[src/cgpm_defines.vh]
`ifndef CGPM_DEFINES_VH
`define CGPM_DEFINES_VH

// ----------------------------------------------------------------
// register offsets
// ----------------------------------------------------------------
`define CGPM_ADDR_W 16
`define CGPM_OFF_PULLDOWN_INHIBIT 16'h1c17
`define CGPM_OFF_BUS_SELECT 16'h1c00
`define CGPM_OFF_FLAG_CTRL 16'h1c01
`define CGPM_OFF_ANALOG_OUT 16'h1c02
`define CGPM_OFF_STATUS 16'h1c03

// ----------------------------------------------------------------
// bus select fields
// ----------------------------------------------------------------
`define CGPM_P0_SEL_LSB 0
`define CGPM_P1_SEL_LSB 2
`define CGPM_SEL_W 2

// port 0 function codes, first listed is zero
`define CGPM_P0_CARD 2'h0
`define CGPM_P0_AUDIO 2'h1
`define CGPM_P0_GPIO 2'h2
`define CGPM_P0_BSER 2'h3
// port 1 function codes
`define CGPM_P1_CARD 2'h0
`define CGPM_P1_MSER 2'h1
`define CGPM_P1_GPIO 2'h2

// ----------------------------------------------------------------
// pulldown inhibit bits: 1 inhibits the pulldown
// ----------------------------------------------------------------
`define CGPM_PD_P0_LSB 0
`define CGPM_PD_P1_LSB 6
`define CGPM_PD_RESET 16'h0fff

// ----------------------------------------------------------------
// flag control fields
// ----------------------------------------------------------------
`define CGPM_FLAG_SCAN_HIZ_BIT 0
`define CGPM_FLAG_STATUS_BIT 13

// ----------------------------------------------------------------
// reset values
// ----------------------------------------------------------------
`define CGPM_BUS_SELECT_RESET 16'h0000
`define CGPM_ANALOG_OUT_RESET 16'h0000

`endif

[src/cgpm_flag_ctrl.v]
`timescale 1ns/1ns
`include "cgpm_defines.vh"

// external flag output state
module cgpm_flag_ctrl (
    input wire clk,
    input wire rst,
    input wire ce,
    input wire bit_set_instruction,
    input wire bit_clear_instruction,
    input wire status1_wr,
    input wire status1_bit13,
    output reg flag_q
);
    always @(posedge clk) begin
        if (rst) begin
            flag_q <= 1'b0;
        end else if (ce) begin
            if (bit_set_instruction) begin
                flag_q <= 1'b1;
            end else if (bit_clear_instruction) begin
                flag_q <= 1'b0;
            end else if (status1_wr) begin
                flag_q <= status1_bit13;
            end
        end
    end
endmodule

[src/cgpm_port_mux.v]
`timescale 1ns/1ns
`include "cgpm_defines.vh"

// six-pad card port mux: slot 0 card, slots 1..3 alternate functions
module cgpm_port_mux #(
    parameter NPAD = 6
) (
    input wire [1:0] sel,
    input wire [NPAD-1:0] f0_out,
    input wire [NPAD-1:0] f0_oe_n,
    input wire [NPAD-1:0] f1_out,
    input wire [NPAD-1:0] f1_oe_n,
    input wire [NPAD-1:0] f2_out,
    input wire [NPAD-1:0] f2_oe_n,
    input wire [NPAD-1:0] f3_out,
    input wire [NPAD-1:0] f3_oe_n,
    input wire [NPAD-1:0] pad_in,
    output reg [NPAD-1:0] pad_out,
    output reg [NPAD-1:0] pad_oe_n,
    output wire [NPAD-1:0] f0_in,
    output wire [NPAD-1:0] f1_in,
    output wire [NPAD-1:0] f2_in,
    output wire [NPAD-1:0] f3_in
);
    always @* begin
        case (sel)
            2'h0: begin
                pad_out = f0_out;
                pad_oe_n = f0_oe_n;
            end
            2'h1: begin
                pad_out = f1_out;
                pad_oe_n = f1_oe_n;
            end
            2'h2: begin
                pad_out = f2_out;
                pad_oe_n = f2_oe_n;
            end
            default: begin
                pad_out = f3_out;
                pad_oe_n = f3_oe_n;
            end
        endcase
    end

    // unselected functions see zeros
    assign f0_in = (sel == 2'h0) ? pad_in : {NPAD{1'b0}};
    assign f1_in = (sel == 2'h1) ? pad_in : {NPAD{1'b0}};
    assign f2_in = (sel == 2'h2) ? pad_in : {NPAD{1'b0}};
    assign f3_in = (sel == 2'h3) ? pad_in : {NPAD{1'b0}};
endmodule

[src/cgpm_top.v]
// Local design decision: the address-and-strobe port.
`timescale 1ns/1ns
`include "cgpm_defines.vh"

module cgpm_top (
    input wire clk,
    input wire rst,
    input wire ce,
    // register port
    input wire [15:0] reg_addr,
    input wire [15:0] reg_wdata,
    input wire reg_wr,
    input wire reg_rd,
    output reg [15:0] reg_rdata_q,
    // cpu flag controls
    input wire bit_set_instruction,
    input wire bit_clear_instruction,
    input wire status1_wr,
    input wire [15:0] status1_wdata,
    input wire scan_mode,
    // card controller 0: pads clk, cmd, d0..d3
    input wire card0_clk,
    input wire card0_cmd_out,
    input wire card0_cmd_oe_n,
    input wire [3:0] card0_dat_out,
    input wire [3:0] card0_dat_oe_n,
    output reg card0_cmd_in_q,
    output reg [3:0] card0_dat_in_q,
    // card controller 1
    input wire card1_clk,
    input wire card1_cmd_out,
    input wire card1_cmd_oe_n,
    input wire [3:0] card1_dat_out,
    input wire [3:0] card1_dat_oe_n,
    output reg card1_cmd_in_q,
    output reg [3:0] card1_dat_in_q,
    // alternate peripherals, six pad lanes each
    input wire [5:0] audio0_out,
    input wire [5:0] audio0_oe_n,
    output reg [5:0] audio0_in_q,
    input wire [5:0] bser_out,
    input wire [5:0] bser_oe_n,
    output reg [5:0] bser_in_q,
    input wire [5:0] mser_out,
    input wire [5:0] mser_oe_n,
    output reg [5:0] mser_in_q,
    // general io lanes of port 0 (gpio 0..5) and port 1 (gpio 6..11)
    input wire [11:0] gpio_out,
    input wire [11:0] gpio_oe_n,
    output reg [11:0] gpio_in_q,
    // pads
    input wire [5:0] port0_pad_in,
    output reg [5:0] port0_pad_out_q,
    output reg [5:0] port0_pad_oe_n_q,
    output reg [5:0] port0_pulldown_en_q,
    input wire [5:0] port1_pad_in,
    output reg [5:0] port1_pad_out_q,
    output reg [5:0] port1_pad_oe_n_q,
    output reg [5:0] port1_pulldown_en_q,
    output reg flag_pad_out_q,
    output reg flag_pad_oe_n_q,
    output reg flag_pullup_en_q,
    // analog pins
    input wire [3:0] analog_pad_in,
    output reg [3:0] analog_pad_out_q,
    output reg [3:0] analog_pad_oe_n_q,
    output reg [5:0] adc_chan_q
);
    // ----------------------------------------------------------------
    // registers
    // ----------------------------------------------------------------
    reg [15:0] bus_select_register_q;
    reg [15:0] pad_pulldown_inhibit_1_q;
    reg scan_hiz_q;
    reg [3:0] analog_drive_q;
    reg [3:0] analog_level_q;
    wire flag_q;
    wire [1:0] p0_sel;
    wire [1:0] p1_sel;
    wire [5:0] p0_out;
    wire [5:0] p0_oe_n;
    wire [5:0] p1_out;
    wire [5:0] p1_oe_n;
    wire [5:0] p0_card_in;
    wire [5:0] p0_audio_in;
    wire [5:0] p0_gpio_in;
    wire [5:0] p0_bser_in;
    wire [5:0] p1_card_in;
    wire [5:0] p1_mser_in;
    wire [5:0] p1_gpio_in;
    wire [5:0] p1_spare_in;

    function hit;
        input [15:0] addr;
        input [15:0] off;
        begin
            hit = (addr == off);
        end
    endfunction

    assign p0_sel = bus_select_register_q[`CGPM_P0_SEL_LSB +: `CGPM_SEL_W];
    assign p1_sel = bus_select_register_q[`CGPM_P1_SEL_LSB +: `CGPM_SEL_W];

    // ----------------------------------------------------------------
    // bus select register
    // ----------------------------------------------------------------
    always @(posedge clk) begin
        if (rst) begin
            bus_select_register_q <= `CGPM_BUS_SELECT_RESET;
        end else if (ce && reg_wr) begin
            if (hit(reg_addr, `CGPM_OFF_BUS_SELECT)) begin
                bus_select_register_q <= reg_wdata;
            end
        end
    end

    // ----------------------------------------------------------------
    // pulldown inhibit register
    // ----------------------------------------------------------------
    always @(posedge clk) begin
        if (rst) begin
            pad_pulldown_inhibit_1_q <= `CGPM_PD_RESET;
        end else if (ce && reg_wr) begin
            if (hit(reg_addr, `CGPM_OFF_PULLDOWN_INHIBIT)) begin
                pad_pulldown_inhibit_1_q <= reg_wdata;
            end
        end
    end

    // ----------------------------------------------------------------
    // flag control register
    // ----------------------------------------------------------------
    always @(posedge clk) begin
        if (rst) begin
            scan_hiz_q <= 1'b0;
        end else if (ce && reg_wr) begin
            if (hit(reg_addr, `CGPM_OFF_FLAG_CTRL)) begin
                scan_hiz_q <= reg_wdata[`CGPM_FLAG_SCAN_HIZ_BIT];
            end
        end
    end

    // ----------------------------------------------------------------
    // analog output register
    // ----------------------------------------------------------------
    always @(posedge clk) begin
        if (rst) begin
            analog_drive_q <= 4'h0;
            analog_level_q <= 4'h0;
        end else if (ce && reg_wr) begin
            if (hit(reg_addr, `CGPM_OFF_ANALOG_OUT)) begin
                analog_drive_q <= reg_wdata[3:0];
                analog_level_q <= reg_wdata[7:4];
            end
        end
    end

    // ----------------------------------------------------------------
    // register reads, one cycle later
    // ----------------------------------------------------------------
    always @(posedge clk) begin
        if (rst) begin
            reg_rdata_q <= 16'h0000;
        end else if (ce) begin
            reg_rdata_q <= 16'h0000;
            if (reg_rd) begin
                if (hit(reg_addr, `CGPM_OFF_BUS_SELECT)) begin
                    reg_rdata_q <= bus_select_register_q;
                end else if (hit(reg_addr, `CGPM_OFF_PULLDOWN_INHIBIT)) begin
                    reg_rdata_q <= pad_pulldown_inhibit_1_q;
                end else if (hit(reg_addr, `CGPM_OFF_FLAG_CTRL)) begin
                    reg_rdata_q <= {15'h0000, scan_hiz_q};
                end else if (hit(reg_addr, `CGPM_OFF_ANALOG_OUT)) begin
                    reg_rdata_q <= {8'h00, analog_level_q, analog_drive_q};
                end else if (hit(reg_addr, `CGPM_OFF_STATUS)) begin
                    reg_rdata_q <= {2'b00, flag_q, 9'h000, analog_pad_in};
                end
            end
        end
    end

    // ----------------------------------------------------------------
    // pad muxes
    // ----------------------------------------------------------------
    // port 0 order: card, audio, gpio, buffered serial
    cgpm_port_mux #(.NPAD(6)) u_port0 (
        .sel(p0_sel),
        .f0_out({card0_dat_out, card0_cmd_out, card0_clk}),
        .f0_oe_n({card0_dat_oe_n, card0_cmd_oe_n, 1'b0}),
        .f1_out(audio0_out),
        .f1_oe_n(audio0_oe_n),
        .f2_out(gpio_out[5:0]),
        .f2_oe_n(gpio_oe_n[5:0]),
        .f3_out(bser_out),
        .f3_oe_n(bser_oe_n),
        .pad_in(port0_pad_in),
        .pad_out(p0_out),
        .pad_oe_n(p0_oe_n),
        .f0_in(p0_card_in),
        .f1_in(p0_audio_in),
        .f2_in(p0_gpio_in),
        .f3_in(p0_bser_in)
    );

    // port 1 order: card, multichannel serial, gpio
    cgpm_port_mux #(.NPAD(6)) u_port1 (
        .sel(p1_sel),
        .f0_out({card1_dat_out, card1_cmd_out, card1_clk}),
        .f0_oe_n({card1_dat_oe_n, card1_cmd_oe_n, 1'b0}),
        .f1_out(mser_out),
        .f1_oe_n(mser_oe_n),
        .f2_out(gpio_out[11:6]),
        .f2_oe_n(gpio_oe_n[11:6]),
        .f3_out(6'h00),
        .f3_oe_n(6'h3f),
        .pad_in(port1_pad_in),
        .pad_out(p1_out),
        .pad_oe_n(p1_oe_n),
        .f0_in(p1_card_in),
        .f1_in(p1_mser_in),
        .f2_in(p1_gpio_in),
        .f3_in(p1_spare_in)
    );

    cgpm_flag_ctrl u_flag (
        .clk(clk),
        .rst(rst),
        .ce(ce),
        .bit_set_instruction(bit_set_instruction),
        .bit_clear_instruction(bit_clear_instruction),
        .status1_wr(status1_wr),
        .status1_bit13(status1_wdata[`CGPM_FLAG_STATUS_BIT]),
        .flag_q(flag_q)
    );

    // ----------------------------------------------------------------
    // pad drive
    // ----------------------------------------------------------------
    always @(posedge clk) begin
        if (rst) begin
            port0_pad_out_q <= 6'h00;
            port0_pad_oe_n_q <= 6'h3f;
            port1_pad_out_q <= 6'h00;
            port1_pad_oe_n_q <= 6'h3f;
        end else if (ce) begin
            port0_pad_out_q <= p0_out;
            port0_pad_oe_n_q <= p0_oe_n;
            port1_pad_out_q <= p1_out;
            port1_pad_oe_n_q <= p1_oe_n;
        end
    end

    // ----------------------------------------------------------------
    // pulldown control
    // ----------------------------------------------------------------
    // a set inhibit bit keeps that pad's pulldown off
    function [5:0] pull_enable;
        input [5:0] inhibit;
        begin
            pull_enable = ~inhibit;
        end
    endfunction

    always @(posedge clk) begin
        if (rst) begin
            port0_pulldown_en_q <= 6'h00;
            port1_pulldown_en_q <= 6'h00;
        end else if (ce) begin
            port0_pulldown_en_q <= pull_enable(
                pad_pulldown_inhibit_1_q[`CGPM_PD_P0_LSB +: 6]);
            port1_pulldown_en_q <= pull_enable(
                pad_pulldown_inhibit_1_q[`CGPM_PD_P1_LSB +: 6]);
        end
    end

    // ----------------------------------------------------------------
    // peripheral inputs, zero while the function is not selected
    // ----------------------------------------------------------------
    always @(posedge clk) begin
        if (rst) begin
            card0_cmd_in_q <= 1'b0;
            card0_dat_in_q <= 4'h0;
            card1_cmd_in_q <= 1'b0;
            card1_dat_in_q <= 4'h0;
            audio0_in_q <= 6'h00;
            bser_in_q <= 6'h00;
            mser_in_q <= 6'h00;
            gpio_in_q <= 12'h000;
        end else if (ce) begin
            card0_cmd_in_q <= p0_card_in[1];
            card0_dat_in_q <= p0_card_in[5:2];
            card1_cmd_in_q <= p1_card_in[1];
            card1_dat_in_q <= p1_card_in[5:2];
            audio0_in_q <= p0_audio_in;
            bser_in_q <= p0_bser_in;
            mser_in_q <= p1_mser_in;
            gpio_in_q <= {p1_gpio_in, p0_gpio_in};
        end
    end

    // ----------------------------------------------------------------
    // flag pad
    // ----------------------------------------------------------------
    always @(posedge clk) begin
        if (rst) begin
            flag_pad_out_q <= 1'b0;
            flag_pad_oe_n_q <= 1'b0;
            flag_pullup_en_q <= 1'b0;
        end else if (ce) begin
            flag_pad_out_q <= flag_q;
            // released only when scan mode and the request bit are both set
            flag_pad_oe_n_q <= scan_mode & scan_hiz_q;
            flag_pullup_en_q <= scan_mode & scan_hiz_q;
        end
    end

    // ----------------------------------------------------------------
    // analog pins
    // ----------------------------------------------------------------
    always @(posedge clk) begin
        if (rst) begin
            analog_pad_out_q <= 4'h0;
            analog_pad_oe_n_q <= 4'hf;
            adc_chan_q <= 6'h00;
        end else if (ce) begin
            // pin 0 open drain: only ever pulls low
            analog_pad_out_q <= {analog_level_q[3:1], 1'b0};
            analog_pad_oe_n_q <= {~analog_drive_q[3:1],
                ~(analog_drive_q[0] & ~analog_level_q[0])};
            adc_chan_q[2:0] <= {3{analog_pad_in[0]}};
            adc_chan_q[5:3] <= analog_pad_in[3:1];
        end
    end
endmodule

[config.mk]
export PLATFORM = sky130hd
export DESIGN_NAME = cgpm_top
export DESIGN_NICKNAME = d
export VERILOG_FILES = /design/src/cgpm_flag_ctrl.v /design/src/cgpm_port_mux.v /design/src/cgpm_top.v
export VERILOG_INCLUDE_DIRS = /design/src
export SDC_FILE = /design/constraint.sdc
export NUM_CORES = 1
export LEC_CHECK = 0
export ABC_CLOCK_PERIOD_IN_PS = 6100
export BUFFER_PORTS_ARGS = -buffer_cell sky130_fd_sc_hd__buf_2
export CAP_MARGIN = 25
export CORE_UTILIZATION = 40
export DETAILED_ROUTE_END_ITERATION = 8
export PLACE_DENSITY = 0.73
export SETUP_SLACK_MARGIN = 0.4
export SYNTH_ARGS = -nofsm -noshare
export SYNTH_HDL_FRONTEND = slang
export SYNTH_HIERARCHICAL = 1
export SYNTH_SLANG_ARGS = --single-unit
export TNS_END_PERCENT = 5
[constraint.sdc]
create_clock -name clk -period 6.1 [get_ports clk]
set_input_delay 1.83 -clock clk [delete_from_list [all_inputs] [get_ports clk]]
set_output_delay 1.83 -clock clk [all_outputs]
set_load 0.01 [all_outputs]
==> results.sh, run 1 <==
export IMPL_period_minus_slack_ns=3.76
export IMPL_grt_start_max_net_pins=83
export IMPL_postPlaceCellArea_um2=8320
export IMPL_detail_route_iter0_violations=268
export IMPL_critPathArrivalTime_ns=4.10
export IMPL_synthesis_yosys_warnings=6
export IMPL_post_route_drc_count=0
export IMPL_synth_area_um2=7020
export IMPL_status="complete, no violations"
export IMPL_start_util_pct=40.7
export IMPL_route_detailed_wl_per_inst_um=16.1
export IMPL_grt_total_usage_pct=20.6
export IMPL_setup_viol=0
export IMPL_cellPowerDensity_nw_per_um2=257
export IMPL_setup_tns_final_ns=0
export IMPL_drt_pass1_iterations=6
export IMPL_area_growth_synth_to_final_pct=27.5
export IMPL_num_vias=5850
export IMPL_final_nets=1060
export IMPL_total_power_w=0.00230
export IMPL_tritoncts="done"
export IMPL_critical_path_top_delay_family="simple AND/OR/NAND/NOR gates"
export IMPL_num_rows=48
export IMPL_critical_path_startpoint_type="primary input"
export IMPL_tightest_slew_ns=1.06
export IMPL_postSynthCellCount=686
export IMPL_critPathRequiredTime_ns=6.44
export IMPL_hold_viol_final=0
export IMPL_grt_remaining_overflow=0
export IMPL_power_leakage_nw=4.11
export IMPL_die_h_um=134
export IMPL_gpl_final_weighted_congestion=0.786
export IMPL_cts_buf_count=17
export IMPL_htree_levels=4
export IMPL_layout_drive_gt1_share_pct=34.2
export IMPL_port_buffers=247
export IMPL_list_of_cells_traversed_by_the_critical_path="buf_2 > or4_1 > nor3_4 > and3_1 > mux2i_1"
export IMPL_postCtsSetupRepairBufs=0
export IMPL_finalCoreUtilization_pct=51.9
export IMPL_design_die_area_um2=18100
export IMPL_syn_avg_cell_area_um2=10.2
export IMPL_fp_dieW_um=134
export IMPL_cts_root_buffer_cell="sky130_fd_sc_hd__clkbuf_16"
export IMPL_worst_setup_path_end_kind="flip-flop"
export IMPL_floorplan_io_pins=264
export IMPL_route_detailed_vias_per_inst=5.12
export IMPL_path_clk_slew_ns=0.06
export IMPL_slew_headroom_pct=29.6
export IMPL_clock_sinks=147
export IMPL_hold_path_class="reg -> reg"
export IMPL_worst_path_slowest_cell="sky130_fd_sc_hd__and3_1"
export IMPL_first_global_vias=5682
export IMPL_detailed_place_hpwl_um=12500
export IMPL_antenna_found_initial=2
export IMPL_fmax_mhz=266
export IMPL_hold_worst_slack_ns=0.441
export IMPL_first_pass_grt_wire_length_um=29200
export IMPL_routed_wirelength_um=18400
export IMPL_timing_critical_path_buf_inv=1
export IMPL_fin_skew_ns=0.00670
export IMPL_postLayoutCellArea_um2=8950
export IMPL_ctsLongestPathBuffers=2
export IMPL_path_max_fanout=16
export IMPL_finalCritPeriodShare_pct=61.7
export IMPL_critPathMaxStageDelay_ns=0.91
export IMPL_rsz0062_at_grt="no"
export IMPL_clock_latency_ns=0.41
export IMPL_vdd_drop_max_uv=245
export IMPL_holdBufCountCts=0
export IMPL_maxCapViolations=0
export IMPL_path_class="in -> reg"
export IMPL_core_area_um2=17200
export IMPL_cts_resized_gates=0
export IMPL_report_final_slew_viol_count=0
export IMPL_ant_nets=0
## metal layers
metal	wire length [µm]	share of wire (%)	vias up	GRT usage, %
met5	13	0.071	-	0
met4	233	1.3	2	5.56
met3	1550	8.5	20	7.58
met2	8830	48	213	35.0
met1	7740	42	2745	24.3
li1	-	-	2870	-
## worst reg2reg max path: stages, from the launching register on
cell and delay, ns:
sky130_fd_sc_hd__dfxtp_1 0.39, sky130_fd_sc_hd__buf_4 0.38, sky130_fd_sc_hd__mux4_2 0.62, sky130_fd_sc_hd__a211o_1 0.30
## state kept, by name, summed over array words and instances, names as in the netlist, 3 cells and up
name                      count
adc_chan_q                    4
analog_drive_q                4
analog_level_q                4
analog_pad_oe_n_q             4
analog_pad_out_q              3
audio0_in_q                   6
bser_in_q                     6
bus_select_register_q        16
card0_dat_in_q                4
card1_dat_in_q                4
gpio_in_q                    12
mser_in_q                     6
pad_pulldown_inhibit_1_q     16
port0_pad_oe_n_q              6
port0_pad_out_q               6
port0_pulldown_en_q           6
port1_pad_oe_n_q              6
port1_pad_out_q               6
port1_pulldown_en_q           6
reg_rdata_q                  16
## path summary, 6_finish.rpt
kind | slack [ns] | to | start | cells past startpoint
max | 2.34 | bus_select_register_q[8] | reg_addr[3] | 5
min | 0.44 | reg_rdata_q[6] | reg_rdata_q[6] | 2
max reg2reg | 4.31 | port1_pad_oe_n_q[2] | bus_select_register_q[2] | 3
min reg2reg | 0.44 | reg_rdata_q[6] | reg_rdata_q[6] | 2
## where the power goes
| group | internal [W] | switching [W] |
|---|---|---|
| registers | 0.000978 | 0.00000891 |
| logic | 0.0000930 | 0.0000943 |
| clock network | 0.000705 | 0.000419 |
| total | 0.00178 | 0.000522 |
## stage by stage
stage,setup slack (ns),instances
after detailed placement,1.91,1111
after floorplan,2.55,699
after global routing,2.21,1142
final,2.34,1143
after CTS,2.33,1142
after global placement,1.92,1111
## cell usage in the layout, fill, tap and decap left out, types with 8 or more instances in the layout
cell / count
sky130_fd_sc_hd__a211o_1: 17
sky130_fd_sc_hd__a211oi_1: 8
sky130_fd_sc_hd__a21oi_1: 16
sky130_fd_sc_hd__a22oi_1: 8
sky130_fd_sc_hd__and3_1: 12
sky130_fd_sc_hd__and3b_1: 24
sky130_fd_sc_hd__buf_2: 245
sky130_fd_sc_hd__buf_4: 12
sky130_fd_sc_hd__clkbuf_16: 17
sky130_fd_sc_hd__conb_1: 15
sky130_fd_sc_hd__dfxtp_1: 147
sky130_fd_sc_hd__mux2i_1: 94
sky130_fd_sc_hd__mux4_1: 16
sky130_fd_sc_hd__mux4_2: 8
sky130_fd_sc_hd__nand2_1: 24
sky130_fd_sc_hd__nand2b_1: 52
sky130_fd_sc_hd__nor2_1: 74
sky130_fd_sc_hd__nor2b_1: 16
sky130_fd_sc_hd__nor3b_1: 11
sky130_fd_sc_hd__o21ai_0: 17
## final cells by class
class / count / area [µm²]
Timing Repair Buffer: 257 / 1320
Clock buffer: 19 / 453
Sequential cell: 147 / 2940
Multi-Input combinational cell: 475 / 3750
Inverter: 7 / 26.3
Clock inverter: 12 / 178
Fill cell: 1551 / 8290
Antenna cell: 1 / 2.50
Tap cell: 225 / 282
(Power assumes the default switching activity.)
==> run 2, diff against run 1 <==
ABC_CLOCK_PERIOD_IN_PS = 3100   (was 6100)
PLACE_DENSITY = 0.76   (was 0.73)
clock period = 3.1 ns   (was 6.1 ns; I/O delays follow)
==> results.sh, run 2 (synthesis results as in run 1) <==
export IMPL_maxCapViolations=0
export IMPL_critPathRequiredTime_ns=3.40
export IMPL_antenna_found_initial=0
export IMPL_finalCritPeriodShare_pct=78.8
export IMPL_path_class="in -> reg"
export IMPL_clock_sinks=147
export IMPL_dp_slack_ns=0.211
export IMPL_worst_path_slowest_cell="sky130_fd_sc_hd__or4_1"
export IMPL_rsz0062_at_grt="no"
export IMPL_first_global_vias=5835
export IMPL_path_depth=6
export IMPL_detailed_place_hpwl_um=12900
export IMPL_timing_critical_path_buf_inv=2
export IMPL_postCtsSetupRepairBufs=0
export IMPL_hold_viol_final=0
export IMPL_start_util_pct=40.7
export IMPL_first_pass_grt_wire_length_um=29300
export IMPL_list_of_cells_traversed_by_the_critical_path="buf_2 > or4_1 > or4b_1 > buf_4 > o21ai_0 > o21ai_1"
export IMPL_power_leakage_nw=4.17
export IMPL_grt_start_max_net_pins=78
export IMPL_gpl_final_weighted_congestion=0.849
export IMPL_layout_drive_gt1_share_pct=35.0
export IMPL_area_growth_synth_to_final_pct=29.0
export IMPL_path_clk_slew_ns=0.06
export IMPL_status="complete, no violations"
export IMPL_setup_tns_final_ns=0
export IMPL_floorplan_io_pins=264
export IMPL_port_buffers=247
export IMPL_setup_viol=0
export IMPL_drt_pass1_iterations=4
export IMPL_critPathMaxStageDelay_ns=0.67
export IMPL_post_route_drc_count=0
export IMPL_num_vias=5851
export IMPL_worst_setup_path_end_kind="flip-flop"
export IMPL_fmax_mhz=409
export IMPL_core_area_um2=17200
export IMPL_critical_path_top_delay_family="simple AND/OR/NAND/NOR gates"
export IMPL_cts_resized_gates=0
export IMPL_clock_latency_ns=0.42
export IMPL_vdd_drop_max_uv=362
export IMPL_final_worst_path_setup_slack_ns=0.658
export IMPL_detail_route_iter0_violations=308
export IMPL_min_path_cells=2
export IMPL_holdBufCountCts=0
export IMPL_die_h_um=134
export IMPL_route_detailed_wl_per_inst_um=15.8
export IMPL_layout_common_cells="sky130_fd_sc_hd__buf_2 (245), sky130_fd_sc_hd__dfxtp_1 (147), sky130_fd_sc_hd__mux2i_1 (94)"
export IMPL_tritoncts="done"
export IMPL_fin_skew_ns=0.00513
export IMPL_layout_top_registers="bus_select_register_q: 16 flops, pad_pulldown_inhibit_1_q: 16 flops, reg_rdata_q: 16 flops"
export IMPL_layout_commonest_cell="sky130_fd_sc_hd__buf_2"
export IMPL_cellPowerDensity_nw_per_um2=497
export IMPL_cts_root_buffer_cell="sky130_fd_sc_hd__clkbuf_16"
export IMPL_hold_path_class="reg -> reg"
export IMPL_ant_nets=0
export IMPL_grt_remaining_overflow=0
export IMPL_report_final_slew_viol_count=0
export IMPL_insertedDiodeCount=0
export IMPL_routed_wirelength_um=18200
export IMPL_final_nets=1069
export IMPL_critPathArrivalTime_ns=2.75
export IMPL_period_minus_slack_ns=2.44
export IMPL_path_max_fanout=8
export IMPL_design_die_area_um2=18100
export IMPL_route_detailed_vias_per_inst=5.08
export IMPL_grt_total_usage_pct=20.6
export IMPL_tightest_slew_ns=0.897
export IMPL_ctsLongestPathBuffers=2
export IMPL_num_rows=48
export IMPL_cts_buf_count=17
export IMPL_reg2reg_depth=2
export IMPL_critical_path_startpoint_type="primary input"
export IMPL_fp_dieW_um=134
export IMPL_htree_levels=4
export IMPL_slew_headroom_pct=40.1
-- run 2: cell count changes in the layout (fill, tap and decap cells not counted), sizes merged --
cell / delta
clkbuf: -2
clkinv: +5
diode: -1
buf: +9
clkinvlp: -2
-- run 2: through the flow --
stage	hold WS [ns]	util, %	instances	total power (W)	instance area, µm²
6_report	0.446	52.5	1152	0.00450	9060
2_1_floorplan	0.439	-	699	0.00219	7070
3_5_place_dp	0.441	48.9	1120	0.00236	8430
5_1_grt	0.466	52.5	1152	0.00468	9060
3_3_place_gp	0.434	48.9	1120	0.00235	8430
4_1_cts	0.451	52.5	1152	0.00455	9060
-- run 2: area by class of cell --
| class | count | area, µm² |
|---|---|---|
| clock inverters | 15 | 206 |
| fillers | 1572 | 8180 |
| flip-flops and latches | 147 | 2940 |
| repair buffers | 266 | 1430 |
| multi-input cells | 475 | 3750 |
| inverters | 7 | 26.3 |
| well taps | 225 | 282 |
| clock buffers | 17 | 425 |
-- run 2: path summary, 6_finish.rpt --
check	end	slack (ns)	from
min reg2reg	reg_rdata_q[13]	0.45	reg_rdata_q[13]
max	reg_rdata_q[5]	0.66	reg_addr[3]
max reg2reg	port0_pad_oe_n_q[0]	1.10	bus_select_register_q[0]
min	reg_rdata_q[13]	0.45	reg_rdata_q[13]
-- run 2: tightest hold or removal path: stages, from the launching register on --
cell	delay [ns]
sky130_fd_sc_hd__dfxtp_1	0.31
sky130_fd_sc_hd__nand2_1	0.05
sky130_fd_sc_hd__o21ai_1	0.05
-- run 2: power breakdown --
part / switching (W) / leakage [nW] / internal (W) / total [W]
clock network: 0.000831 / 0.304 / 0.00135 / 0.00219
registers: 0.0000169 / 1.19 / 0.00193 / 0.00194
logic: 0.000188 / 2.67 / 0.000186 / 0.000375
total: 0.00104 / 4.17 / 0.00347 / 0.00450
-- run 2: layer usage --
layer	track usage, %	vias up	share of wire [%]
met5	0	-	0
met1	24.7	2738	44
li1	-	2887	-
met3	7.39	26	7.5
met4	8.05	0	2.1
met2	33.9	200	47
